### config.mk
export PLATFORM = sky130hd
export DESIGN_NAME = slp_top
export DESIGN_NICKNAME = d
export VERILOG_FILES = /design/src/hdl/slp_pkg.sv /design/src/hdl/slp_blink.sv /design/src/hdl/slp_top.sv
export SDC_FILE = /design/constraint.sdc
export NUM_CORES = 1
export LEC_CHECK = 0
export BUFFER_PORTS_ARGS = -buffer_cell sky130_fd_sc_hd__buf_4
export CAP_MARGIN = 5
export CORE_MARGIN = 5
export CORE_UTILIZATION = 33
export DETAILED_ROUTE_END_ITERATION = 10
export PLACE_DENSITY = 0.61
export SETUP_SLACK_MARGIN = 0.1
export SYNTH_ARGS = -nofsm -noshare
export SYNTH_HDL_FRONTEND = slang
export SYNTH_SLANG_ARGS = --single-unit
### constraint.sdc
create_clock -name aclk -period 9.2 [get_ports aclk]
set_input_delay 1.38 -clock aclk [delete_from_list [all_inputs] [get_ports aclk]]
set_output_delay 1.38 -clock aclk [all_outputs]
set_load 0.03 [all_outputs]
### src/hdl/slp_pkg.sv
// Purpose: shared constants for the status indicator pattern driver
// Assumes: 10 MHz system clock
// Notes:   blink figures are half periods (time lit or dark)
package slp_pkg;

   // ----------------------------------------------------------------
   // clock and pattern timing
   // ----------------------------------------------------------------
   localparam int unsigned CLK_HZ         = 10_000_000;
   localparam int unsigned FAST_HALF_MS   = 100;
   localparam int unsigned SLOW_HALF_MS   = 500;
   localparam int unsigned SLOWER_HALF_MS = 1000;
   localparam int unsigned FLASH_MS       = 20;
   localparam int unsigned FAST_CYC   = FAST_HALF_MS * (CLK_HZ / 1000);
   localparam int unsigned SLOW_CYC   = SLOW_HALF_MS * (CLK_HZ / 1000);
   localparam int unsigned SLOWER_CYC = SLOWER_HALF_MS * (CLK_HZ / 1000);
   localparam int unsigned FLASH_CYC  = FLASH_MS * (CLK_HZ / 1000);
   localparam int unsigned DIV_W      = 24;

   // ----------------------------------------------------------------
   // register map (byte addresses)
   // ----------------------------------------------------------------
   localparam logic [7:0] REG_CTRL   = 8'h00;
   localparam logic [7:0] REG_FAST   = 8'h04;
   localparam logic [7:0] REG_SLOW   = 8'h08;
   localparam logic [7:0] REG_SLOWER = 8'h0C;
   localparam logic [7:0] REG_FLASH  = 8'h10;
   localparam logic [7:0] REG_LEDS   = 8'h14;
   localparam logic [7:0] REG_INPUTS = 8'h18;

   localparam logic [31:0] CTRL_RST  = 32'h0000_0000;
   localparam int unsigned CTRL_LAMP = 0;

   // led state word layout
   localparam int unsigned LED_PWR = 0;
   localparam int unsigned LED_NET = 1;
   localparam int unsigned LED_CY  = 2;
   localparam int unsigned LED_CR  = 6;
   localparam int unsigned LED_MOD = 10;

   // input status word layout
   localparam int unsigned IN_PWR  = 0;
   localparam int unsigned IN_DHCP = 1;
   localparam int unsigned IN_RDY  = 2;
   localparam int unsigned IN_HOST = 3;
   localparam int unsigned IN_PAS  = 4;
   localparam int unsigned IN_BOFF = 8;
   localparam int unsigned IN_LINK = 12;

   localparam logic [1:0] RESP_OKAY   = 2'h0;
   localparam logic [1:0] RESP_SLVERR = 2'h2;

endpackage

### src/hdl/slp_blink.sv
// Purpose: free running square wave with a software set half period
// Assumes: half_div is held in a register of the same clock
// Notes:   a divisor of zero acts as one
`timescale 1ns/1ns
module slp_blink #(
   parameter int unsigned W = 24
) (
   // clock and reset
   input  wire logic         aclk,
   input  wire logic         aresetn,
   // half period in cycles
   input  wire logic [W-1:0] half_div,
   // pattern phase
   output logic              phase_q
);

   logic [W-1:0] cnt_q;
   logic         wrap;

   // >= so that a shrunk divisor never strands the counter
   assign wrap = (cnt_q + {{(W-1){1'b0}}, 1'b1}) >= half_div;

   always_ff @(posedge aclk) begin
      if (!aresetn) begin
         cnt_q <= '0;
      end else if (wrap) begin
         cnt_q <= '0;
      end else begin
         cnt_q <= cnt_q + {{(W-1){1'b0}}, 1'b1};
      end
   end

   always_ff @(posedge aclk) begin
      if (!aresetn) begin
         phase_q <= 1'b0;
      end else if (wrap) begin
         phase_q <= !phase_q;
      end
   end

endmodule

### src/hdl/slp_top.sv
// Purpose: front panel and expansion module indicator pattern driver
// Assumes: status inputs come from logic on aclk; error frame is a pulse
// Notes:   AXI4-Lite register slave sets rates and reads led state
// How it works
// - ten base indicators: power, network, four dual
// - power lamp steady while powered and healthy
// - network lamp fast flash awaiting address lease
// - network lamp slow flash while awaiting host
// - network lamp steady while host connected
// - error passive blinks red and yellow
// - bus off blinks red slower, yellow blinks
// - error frame gives one short red flash
// - module lamp steady while powered and linked
// - module lamp flashes while powered, no link
`timescale 1ns/1ns
module slp_top
   import slp_pkg::*;
#(
   parameter int unsigned                N_CH       = 4,
   parameter int unsigned                N_MOD      = 4,
   parameter logic [DIV_W-1:0]           FAST_DIV   = DIV_W'(FAST_CYC),
   parameter logic [DIV_W-1:0]           SLOW_DIV   = DIV_W'(SLOW_CYC),
   parameter logic [DIV_W-1:0]           SLOWER_DIV = DIV_W'(SLOWER_CYC),
   parameter logic [DIV_W-1:0]           FLASH_DIV  = DIV_W'(FLASH_CYC)
) (
   // clock and reset
   input  wire logic             aclk,
   input  wire logic             aresetn,
   // axi4-lite write address and data
   input  wire logic [7:0]       s_axi_awaddr,
   input  wire logic             s_axi_awvalid,
   output logic                  s_axi_awready,
   input  wire logic [31:0]      s_axi_wdata,
   input  wire logic [3:0]       s_axi_wstrb,
   input  wire logic             s_axi_wvalid,
   output logic                  s_axi_wready,
   // axi4-lite write response
   output logic [1:0]            s_axi_bresp,
   output logic                  s_axi_bvalid,
   input  wire logic             s_axi_bready,
   // axi4-lite read
   input  wire logic [7:0]       s_axi_araddr,
   input  wire logic             s_axi_arvalid,
   output logic                  s_axi_arready,
   output logic [31:0]           s_axi_rdata,
   output logic [1:0]            s_axi_rresp,
   output logic                  s_axi_rvalid,
   input  wire logic             s_axi_rready,
   // unit and network status
   input  wire logic             pwr_ok,
   input  wire logic             dhcp_wait,
   input  wire logic             remote_ready,
   input  wire logic             host_connected,
   // can channel status
   input  wire logic [N_CH-1:0]  can_active,
   input  wire logic [N_CH-1:0]  can_err_passive,
   input  wire logic [N_CH-1:0]  can_bus_off,
   input  wire logic [N_CH-1:0]  can_err_frame,
   // expansion module status
   input  wire logic [N_MOD-1:0] mod_present,
   input  wire logic [N_MOD-1:0] mod_link,
   // indicators
   output logic                  power_indicator,
   output logic                  net_led,
   output logic [N_CH-1:0]       can_yellow,
   output logic [N_CH-1:0]       can_red,
   output logic [N_MOD-1:0]      mod_power_indicator
);

   // ----------------------------------------------------------------
   // registers and rate generators
   // ----------------------------------------------------------------
   localparam logic [DIV_W-1:0] DIV_RST [3] = '{FAST_DIV, SLOW_DIV,
                                                SLOWER_DIV};

   logic [31:0]      ctrl_q;
   logic [DIV_W-1:0] div_q [3];
   logic [DIV_W-1:0] flash_len_q;
   logic [2:0]       ph;
   logic             lamp;

   assign lamp = ctrl_q[CTRL_LAMP];

   // fast, slow, slower
   generate
      for (genvar r = 0; r < 3; r++) begin : g_rate
         slp_blink #(.W(DIV_W)) u_blink (
            .aclk     (aclk),
            .aresetn  (aresetn),
            .half_div (div_q[r]),
            .phase_q  (ph[r])
         );
      end
   endgenerate

   // ----------------------------------------------------------------
   // axi write path
   // ----------------------------------------------------------------
   logic [7:0]  awaddr_q;
   logic [31:0] wdata_q;
   logic [3:0]  wstrb_q;
   logic        aw_have_q, w_have_q, aw_have_d, w_have_d, commit;
   logic        wr_hit;
   logic [31:0] wr_old, wr_new;

   function automatic logic [31:0] merge(input logic [31:0] old,
                                         input logic [31:0] nw,
                                         input logic [3:0]  be);
      logic [31:0] res;
      res = old;
      for (int b = 0; b < 4; b++) begin
         if (be[b]) begin
            res[8*b +: 8] = nw[8*b +: 8];
         end
      end
      return res;
   endfunction

   assign commit = aw_have_q && w_have_q && !s_axi_bvalid;

   always_comb begin
      aw_have_d = aw_have_q;
      w_have_d  = w_have_q;
      if (s_axi_awvalid && s_axi_awready) begin
         aw_have_d = 1'b1;
      end
      if (s_axi_wvalid && s_axi_wready) begin
         w_have_d = 1'b1;
      end
      if (commit) begin
         aw_have_d = 1'b0;
         w_have_d  = 1'b0;
      end
   end

   always_comb begin
      if (awaddr_q == REG_CTRL) begin
         wr_hit = 1'b1;
      end else if (awaddr_q == REG_FAST || awaddr_q == REG_SLOW) begin
         wr_hit = 1'b1;
      end else if (awaddr_q == REG_SLOWER || awaddr_q == REG_FLASH) begin
         wr_hit = 1'b1;
      end else begin
         wr_hit = 1'b0;
      end
   end

   // one merge point keeps strobe handling alike for every register
   always_comb begin
      if (awaddr_q == REG_FAST) begin
         wr_old = 32'(div_q[0]);
      end else if (awaddr_q == REG_SLOW) begin
         wr_old = 32'(div_q[1]);
      end else if (awaddr_q == REG_SLOWER) begin
         wr_old = 32'(div_q[2]);
      end else if (awaddr_q == REG_FLASH) begin
         wr_old = 32'(flash_len_q);
      end else begin
         wr_old = ctrl_q;
      end
      wr_new = merge(wr_old, wdata_q, wstrb_q);
   end

   always_ff @(posedge aclk) begin
      if (!aresetn) begin
         aw_have_q     <= 1'b0;
         w_have_q      <= 1'b0;
         s_axi_awready <= 1'b0;
         s_axi_wready  <= 1'b0;
         awaddr_q      <= 8'h00;
         wdata_q       <= 32'h0000_0000;
         wstrb_q       <= 4'h0;
      end else begin
         aw_have_q     <= aw_have_d;
         w_have_q      <= w_have_d;
         s_axi_awready <= !aw_have_d;
         s_axi_wready  <= !w_have_d;
         if (s_axi_awvalid && s_axi_awready) begin
            awaddr_q <= s_axi_awaddr;
         end
         if (s_axi_wvalid && s_axi_wready) begin
            wdata_q <= s_axi_wdata;
            wstrb_q <= s_axi_wstrb;
         end
      end
   end

   always_ff @(posedge aclk) begin
      if (!aresetn) begin
         s_axi_bvalid <= 1'b0;
         s_axi_bresp  <= RESP_OKAY;
      end else if (commit) begin
         s_axi_bvalid <= 1'b1;
         s_axi_bresp  <= wr_hit ? RESP_OKAY : RESP_SLVERR;
      end else if (s_axi_bready) begin
         s_axi_bvalid <= 1'b0;
      end
   end

   // software writes steer the pattern rates
   always_ff @(posedge aclk) begin
      if (!aresetn) begin
         ctrl_q      <= CTRL_RST;
         div_q       <= DIV_RST;
         flash_len_q <= FLASH_DIV;
      end else if (commit) begin
         if (awaddr_q == REG_CTRL) begin
            ctrl_q <= wr_new & 32'h0000_0001;
         end else if (awaddr_q == REG_FAST) begin
            div_q[0] <= wr_new[DIV_W-1:0];
         end else if (awaddr_q == REG_SLOW) begin
            div_q[1] <= wr_new[DIV_W-1:0];
         end else if (awaddr_q == REG_SLOWER) begin
            div_q[2] <= wr_new[DIV_W-1:0];
         end else if (awaddr_q == REG_FLASH) begin
            flash_len_q <= wr_new[DIV_W-1:0];
         end
      end
   end

   // ----------------------------------------------------------------
   // axi read path
   // ----------------------------------------------------------------
   logic [31:0] led_word, in_word, rd_data;
   logic        rd_hit, rvalid_d, ar_hs;

   assign ar_hs = s_axi_arvalid && s_axi_arready;

   always_comb begin
      led_word = 32'h0000_0000;
      led_word[LED_PWR] = power_indicator;
      led_word[LED_NET] = net_led;
      led_word[LED_CY +: N_CH] = can_yellow;
      led_word[LED_CR +: N_CH] = can_red;
      led_word[LED_MOD +: N_MOD] = mod_power_indicator;
      in_word = 32'h0000_0000;
      in_word[IN_PWR]  = pwr_ok;
      in_word[IN_DHCP] = dhcp_wait;
      in_word[IN_RDY]  = remote_ready;
      in_word[IN_HOST] = host_connected;
      in_word[IN_PAS +: N_CH]   = can_err_passive;
      in_word[IN_BOFF +: N_CH]  = can_bus_off;
      in_word[IN_LINK +: N_MOD] = mod_link;
   end

   always_comb begin
      rd_hit  = 1'b1;
      rd_data = 32'h0000_0000;
      if (s_axi_araddr == REG_CTRL) begin
         rd_data = ctrl_q;
      end else if (s_axi_araddr == REG_FAST) begin
         rd_data = 32'(div_q[0]);
      end else if (s_axi_araddr == REG_SLOW) begin
         rd_data = 32'(div_q[1]);
      end else if (s_axi_araddr == REG_SLOWER) begin
         rd_data = 32'(div_q[2]);
      end else if (s_axi_araddr == REG_FLASH) begin
         rd_data = 32'(flash_len_q);
      end else if (s_axi_araddr == REG_LEDS) begin
         rd_data = led_word;
      end else if (s_axi_araddr == REG_INPUTS) begin
         rd_data = in_word;
      end else begin
         rd_hit = 1'b0;
      end
   end

   always_comb begin
      rvalid_d = s_axi_rvalid;
      if (s_axi_rvalid && s_axi_rready) begin
         rvalid_d = 1'b0;
      end
      if (ar_hs) begin
         rvalid_d = 1'b1;
      end
   end

   always_ff @(posedge aclk) begin
      if (!aresetn) begin
         s_axi_rvalid  <= 1'b0;
         s_axi_arready <= 1'b0;
         s_axi_rdata   <= 32'h0000_0000;
         s_axi_rresp   <= RESP_OKAY;
      end else begin
         s_axi_rvalid  <= rvalid_d;
         s_axi_arready <= !rvalid_d;
         if (ar_hs) begin
            s_axi_rdata <= rd_data;
            s_axi_rresp <= rd_hit ? RESP_OKAY : RESP_SLVERR;
         end
      end
   end

   // ----------------------------------------------------------------
   // unit and network indicators
   // ----------------------------------------------------------------
   // lamp test lights everything so a unit can be located
   always_ff @(posedge aclk) begin
      if (!aresetn) begin
         power_indicator <= 1'b0;
      end else begin
         power_indicator <= pwr_ok || lamp;
      end
   end

   always_ff @(posedge aclk) begin
      if (!aresetn) begin
         net_led <= 1'b0;
      end else if (host_connected || lamp) begin
         net_led <= 1'b1;
      end else if (dhcp_wait) begin
         net_led <= ph[0];
      end else if (remote_ready) begin
         net_led <= ph[1];
      end else begin
         net_led <= 1'b0;
      end
   end

   // ----------------------------------------------------------------
   // can channel and module indicators
   // ----------------------------------------------------------------
   logic [DIV_W-1:0] flash_cnt_q [N_CH];

   generate
      for (genvar c = 0; c < N_CH; c++) begin : g_ch
         // a new error frame restarts the flash
         always_ff @(posedge aclk) begin
            if (!aresetn) begin
               flash_cnt_q[c] <= '0;
            end else if (can_err_frame[c]) begin
               flash_cnt_q[c] <= flash_len_q;
            end else if (flash_cnt_q[c] != '0) begin
               flash_cnt_q[c] <= flash_cnt_q[c] - DIV_W'(1);
            end
         end

         always_ff @(posedge aclk) begin
            if (!aresetn) begin
               can_red[c]    <= 1'b0;
               can_yellow[c] <= 1'b0;
            end else if (lamp) begin
               can_red[c]    <= 1'b1;
               can_yellow[c] <= 1'b1;
            end else if (can_bus_off[c]) begin
               can_red[c]    <= ph[2];
               can_yellow[c] <= ph[1];
            end else if (can_err_passive[c]) begin
               can_red[c]    <= ph[1];
               can_yellow[c] <= ph[1];
            end else begin
               can_red[c]    <= can_err_frame[c]
                                || flash_cnt_q[c] != '0;
               can_yellow[c] <= can_active[c];
            end
         end
      end

      for (genvar m = 0; m < N_MOD; m++) begin : g_mod
         always_ff @(posedge aclk) begin
            if (!aresetn) begin
               mod_power_indicator[m] <= 1'b0;
            end else if (lamp || (mod_present[m] && mod_link[m])) begin
               mod_power_indicator[m] <= 1'b1;
            end else if (mod_present[m]) begin
               mod_power_indicator[m] <= ph[1];
            end else begin
               mod_power_indicator[m] <= 1'b0;
            end
         end
      end
   endgenerate

   // every channel and module is watched, the bench picks one at random
   generate
      for (genvar c = 0; c < N_CH; c++) begin : g_ch_chk

      end

      for (genvar m = 0; m < N_MOD; m++) begin : g_mod_chk

      end
   endgenerate
endmodule

**Word level (Yosys, flattened, before mapping)**

Memory sizes are Yosys's and may differ from the RTL's.
Index checks and enable logic that the tools add are counted.

- Memories: 1
- RAM bits: 96
- Bits in read-only memories: 0
- Bits in registers: 264
- Bits in latches: 0
- Output and inout bits: 55

Memories:

| name | words | width | read ports | clocked after memory_dff | write ports | line | text |
|---|---|---|---|---|---|---|---|
| flash_cnt_q | 4 | 24 | 4 | 0 | 4 | slp_top.sv:323 | `logic [DIV_W-1:0] flash_cnt_q [N_CH];` |

- Div/mod/pow operators: 0
- $mul: 0
- Shift operators: 0
- Bitwise gates (word level): 13
- Equal/unequal tests: 10
- Add/sub/neg operators: 7
- Mux-type cells: 106
- Reductions and logical operators: 44
- Magnitude comparators: 3

Operators with widths:

| kind | number |
|---|---|
| $mux 24 | 17 |
| $reduce_bool 24->1 | 4 |
| $sub 24x1->24 const B | 4 |
| $mux 1 | 82 |
| $add 24x1->24 const B | 3 |
| $ge 24x24->1 | 3 |
| $eq 8x4->1 const B | 4 |
| $eq 8x5->1 const B | 4 |
| $mux 16 | 2 |
| $mux 8 | 3 |
| $eq 8x3->1 const B | 2 |
| $logic_not 8->1 | 2 |
| $logic_or 1x1->1 | 12 |
| $logic_and 1x1->1 | 10 |
| $or 1x1->1 | 8 |
| $logic_not 1->1 | 7 |
| $reduce_and 6->1 | 1 |
| $reduce_or 2->1 | 3 |
| $not 1->1 | 5 |
| $reduce_and 5->1 | 1 |
| $mux 2 | 2 |
| $reduce_and 4->1 | 1 |
| $reduce_and 3->1 | 1 |
| $reduce_and 2->1 | 1 |
| $reduce_bool 2->1 | 1 |

**Logic depth before layout (Yosys ltp)**

- Depth in word-level cells: 9
- Mapped depth: 13

**Modules after synthesis**

A second synthesis with hierarchy kept.

- Cells, all modules: 2362
- Area, all modules: 20279.4 µm²

By module, submodules not included:

| module | cells an instance | area each (µm²) | times used |
|---|---|---|---|
| slp_top | 1750 | 14844.2 | 1 |
| slp_blink | 204 | 1811.7 | 3 |

**Worst setup path after synthesis**

OpenSTA, ideal clock, no wires.

- Path type: reg2reg
- Start point: reg g_rate[0].u_blink.cnt_q[3]
- End point: reg g_rate[0].u_blink.cnt_q[19]
- Cell stages (with the launch flop): 11
- Buffers on the path: 1
- Slack: 5.840 ns
- Clock period less this slack: 3.360 ns
- Arrival time: 3.300 ns
- Path through: dfxtp_1 > nand4_1 > nor3_1 > nand3_1 > xnor2_1 > ha_1 > a21oi_1 > o21ai_0 > a2111oi_1 > clkbuf_1 > o311a_1

- Cells in the longest elaborated chain, start to end: 3

Ends and longest elaborated chain:

| what | line | text |
|---|---|---|
| start: declaration | slp_blink.sv:17 | `logic [W-1:0] cnt_q;` |
| start signal: assignment | slp_blink.sv:29 | `cnt_q <= cnt_q + {{(W-1){1'b0}}, 1'b1};` |
| $add 24x1->24 (*) | slp_blink.sv:21, slp_blink.sv:29 |  |
| $ge 24x24->1 | slp_blink.sv:21 | `assign wrap = (cnt_q + {{(W-1){1'b0}}, 1'b1}) >= half_div;` |
| $reduce_or 2->1 (no source line) | -- |  |

Every way passes the cells marked *; elsewhere a longest branch is shown, timed or not.
A chain may end at the register's enable or synchronous reset.

**Worst setup path after layout**

- Start point: reg g_rate[0].u_blink.cnt_q[3]
- End point: reg g_rate[0].u_blink.phase_q

- Cells in the longest elaborated chain, start to end: 2

Ends and longest elaborated chain:

| what | line | text |
|---|---|---|
| $add 24x1->24 | slp_blink.sv:21 |  |
| $ge 24x24->1 | slp_blink.sv:21 |  |
| end signal: assignment | slp_blink.sv:37 | `phase_q <= !phase_q;` |
| end: declaration | slp_blink.sv:14 | `output logic phase_q` |

Every way passes these cells.

==> run_results.csv <==
group,metric,value,unit
clocking,cts_resized,0,
sta,final.setup_skew,0.02857,ns
setup_path,kind_of_cell_adding_the_most_delay_to_the_critical_path,"simple AND/OR/NAND/NOR gates",
sta,fin_crit,4.181,ns
die,top_level_ports,142,
synth,synthesis.area,20020,um2
cells_and_area,syn_to_final_growth,14.79,%
synth,async_reset_ff_share,0,%
synth,yosysTopAreaCell,"sky130_fd_sc_hd__dfxtp_1",
clocking,ctsHtreeMaxLevel,2,
setup_path,critical-path-slowest-cell,"sky130_fd_sc_hd__nor2_1",
clocking,ctsLongestPathBuffers,3,
grt,antenna_violations_before_repair,2,
cells_and_area,final_net_count,2589,
setup_path,critical_path_arrival,4.63,ns
drt,wire_per_inst,21.66,um
synth,synth_seq_cells,350,
synth,synth_top_area_share,25.40,%
sta,drv_slew,0,
power_and_ir_drop,power_density,180.2,nW/um2
synth,number_of_flops_mapped_to_enable_cells_by_yosys,96,
placed_design,dp_cell_count,3158,
placed_design,placement.cell_area,21490,um2
die,die_y,256.3,um
cells_and_area,ff_latch_area,7968,um2
status,run_status,"completed",
setup_path,critical_path_most_common_cell,"sky130_fd_sc_hd__nand4_1",
die,core.rowCount,90,
cells_and_area,final_cell_area,22980,um2
setup_path,setup.reg_to_reg.worst_slack,5.02,ns
clocking,tritoncts,"built",
drt,detail_route.first_pass.iterations,7,
clocking,clock_transition_at_path_regs,0.06,ns
placed_design,place_congestion,0.9201,
sta,max_clock_freq,239.2,MHz
setup_path,path_max_fanout,16,
placed_design,place.port_buffers,122,
min_path,holdCritPathClass,"reg -> reg",
synth,post_synth_inst_count,2377,
drt,drtAntennaViolNets,0,
synth,ys.warnings.count,0,
die,die_w,256.3,um
grt,grt_pass1_wl,105.5,mm
setup_path,timing.critical_path.buf_inv,0,
clocking,tritoncts_num_sinks,350,
cells_and_area,fillers,6035,
synth,synth_ff_type,"sky130_fd_sc_hd__dfxtp_1",
setup_path,cp.required,9.64,ns
setup_path,worstPathCellList,"nand4_1 > nor3_1 > nand4_1 > xnor2_1 > ha_1 > nand4_1 > nor2_1 > nor2_1 > mux2i_1 > o211ai_1",
sta,final_hold_viol_count,0,
grt,first_global_vias,17490,
sta,setup_violations,0,
clocking,cts.root.buffer_cell,"sky130_fd_sc_hd__clkbuf_16",
grt,largest_net_degree_at_the_start_of_global_routing,76,
die,floorplan.initialDensity,33.23,%
drt,vias_per_cell,5.708,
cells_and_area,post_layout_nonfiller_instances,3236,
placed_design,detailedPlacementHpwl,50.12,mm
cells_and_area,drive_above_1_share,9.910,%
setup_path,crit_path_start_kind,"flop",
synth,netlist_top_cells_area,"sky130_fd_sc_hd__dfxtp_1 (25%), sky130_fd_sc_hd__edfxtp_1 (14%), sky130_fd_sc_hd__nand2_1 (6.3%)",
sta,setup_tns,0,ns
power_and_ir_drop,irDropWorstVdd,0.1156,mV
sta,worstMarginPinSlew,1.251,ns
synth,distinct_cell_type_count_of_the_synthesized_netlist,72,
grt,grt_overflow,0,
drt,first_iter_violations,1775,
cells_and_area,area_of_the_multi_input_gates,10990,um2
synth,average_footprint_of_a_synthesized_cell,8.423,um2
power_and_ir_drop,power.leakage,8.830,nW
setup_path,critical-path-max-stage-delay,1.02,ns
die,core,60250,um2
clocking,cts-hold-fix-buffers,0,
sta,fin_crit_sh,45.45,%
drt,post_route_drc,0,
clocking,numCtsBuffers,41,
cells_and_area,post-route-util,38.15,%
setup_path,endpoint_kind,"flop",
sta,timing.max_slew.rel_slack,16.39,%
clocking,clock_latency,0.58,ns
sta,rsz0062_at_grt,"no",
clocking,cts_post_setup_buffers_inserted,0,
die,die_area,65690,um2
synth,seq_area_frac_synth,39.80,%
job,maxCapViolations,0,
drt,routed_wirelength,70.08,mm
setup_path,setup_cp_type,"reg -> reg",
grt,groute.usage.overall,20.26,%
drt,vias,18470,
power breakdown:
group / switching [mW] / internal [mW] / leakage, nW
logic: 0.366 / 0.228 / 4.89
registers: 0.0858 / 1.67 / 3.20
clock network: 0.689 / 1.11 / 0.738
cells in the final DEF (no fill, tap or decap), drive strengths merged, types with 32 or more instances in the layout:
cell      n
nor2    127
ha       83
xor2     83
buf     147
xnor2    68
nand4    38
edfxtp   96
nand3    95
a211oi   63
inv     118
o211ai   61
a21o     32
nor3     40
a21oi   178
o21ai   181
dfxtp   254
nand2   334
clkbuf   61
layer usage:
layer | part of all wire, % | GRT usage, % | vias to the layer above
li1 | - | - | 8657
met1 | 41 | 25.77 | 8876
met2 | 46 | 33.35 | 750
met3 | 6.8 | 2.932 | 189
met4 | 6.3 | 10.82 | 0
met5 | 0 | 0 | -
worst paths after layout:
kind | from | to | depth (start not counted)
worst min-delay path | wdata_q[10] | wdata_q[10] | 2
worst min register to register | wdata_q[10] | wdata_q[10] | 2
worst max-delay path | g_rate[0].u_blink.cnt_q[3] | g_rate[0].u_blink.phase_q | 10
worst max register to register | g_rate[0].u_blink.cnt_q[3] | g_rate[0].u_blink.phase_q | 10
logic make-up (layout without fill, tap and decap cells):
kind of cell	Yosys count	count (layout)	synth area share (%)
and+or+nand+nor	829	829	20.37
AOI/OAI and AO/OA	657	657	20.84
DFF	350	350	39.80
buffers and inverters	274	340	5.568
xor gates and xnor gates	151	151	6.606
adders and majority gates	83	83	5.187
muxes	32	32	1.619
other	1	12	0.01873
sequential cells by signal (all words and copies together), names as in the netlist, 4 cells and up:
register              cells
flash_cnt_q              96
div_q                    72
g_rate.u_blink.cnt_q     72
flash_len_q              24
s_axi_rdata              24
wdata_q                  24
awaddr_q                  8
can_red                   4
can_yellow                4
mod_power_indicator       4
stage by stage:
step	hold WS, ns	power (mW)	worst slack [ns]
after floorplan	0.4308	2.188	5.840
after global placement	0.4429	2.351	5.154
after detailed placement	0.4443	2.365	4.966
after CTS	0.4528	4.163	4.971
after global routing	0.4737	4.300	4.515
final	0.4500	4.142	5.019
tightest hold or removal path: cells and delay by family (launching register included):
kind / cells / cell delay (ns)
compound gates: 1 / 0.05
simple gates: 1 / 0.05
flops: 1 / 0.30
final cells by class:
cell class | instances | share of cell area (%)
repair buffers | 147 | 4.802
flip-flops and latches | 350 | 34.67
clock inverters | 15 | 0.8929
well taps | 782 | 4.257
clock buffers | 61 | 5.597
inverters | 117 | 1.922
diodes | 2 | 0.02178
multi-input cells | 1762 | 47.84
cells in the mapped netlist, types with 11 or more instances:
library cell and n:
sky130_fd_sc_hd__nor2_1 127, sky130_fd_sc_hd__o21ai_0 175, sky130_fd_sc_hd__dfxtp_1 254, sky130_fd_sc_hd__inv_1 116, sky130_fd_sc_hd__nand2_1 334, sky130_fd_sc_hd__a211oi_1 63
sky130_fd_sc_hd__ha_1 83, sky130_fd_sc_hd__o211ai_1 56, sky130_fd_sc_hd__nand3_1 95, sky130_fd_sc_hd__or3_1 16, sky130_fd_sc_hd__nand2b_1 25, sky130_fd_sc_hd__buf_2 19
sky130_fd_sc_hd__nand3b_1 25, sky130_fd_sc_hd__or4_1 15, sky130_fd_sc_hd__a31oi_1 11, sky130_fd_sc_hd__a221oi_1 29, sky130_fd_sc_hd__mux2i_1 29, sky130_fd_sc_hd__edfxtp_1 96
sky130_fd_sc_hd__o31ai_1 12, sky130_fd_sc_hd__a22oi_1 31, sky130_fd_sc_hd__buf_1 12, sky130_fd_sc_hd__and2_1 19, sky130_fd_sc_hd__a21oi_1 178, sky130_fd_sc_hd__a21o_1 32
sky130_fd_sc_hd__xor2_1 83, sky130_fd_sc_hd__nor2b_1 14, sky130_fd_sc_hd__and4_1 15, sky130_fd_sc_hd__nor4_1 19, sky130_fd_sc_hd__clkbuf_1 111, sky130_fd_sc_hd__nand4_1 38
sky130_fd_sc_hd__xnor2_1 68, sky130_fd_sc_hd__nor3_1 39, sky130_fd_sc_hd__and3_1 20
Power figures use the tool's default switching activity.
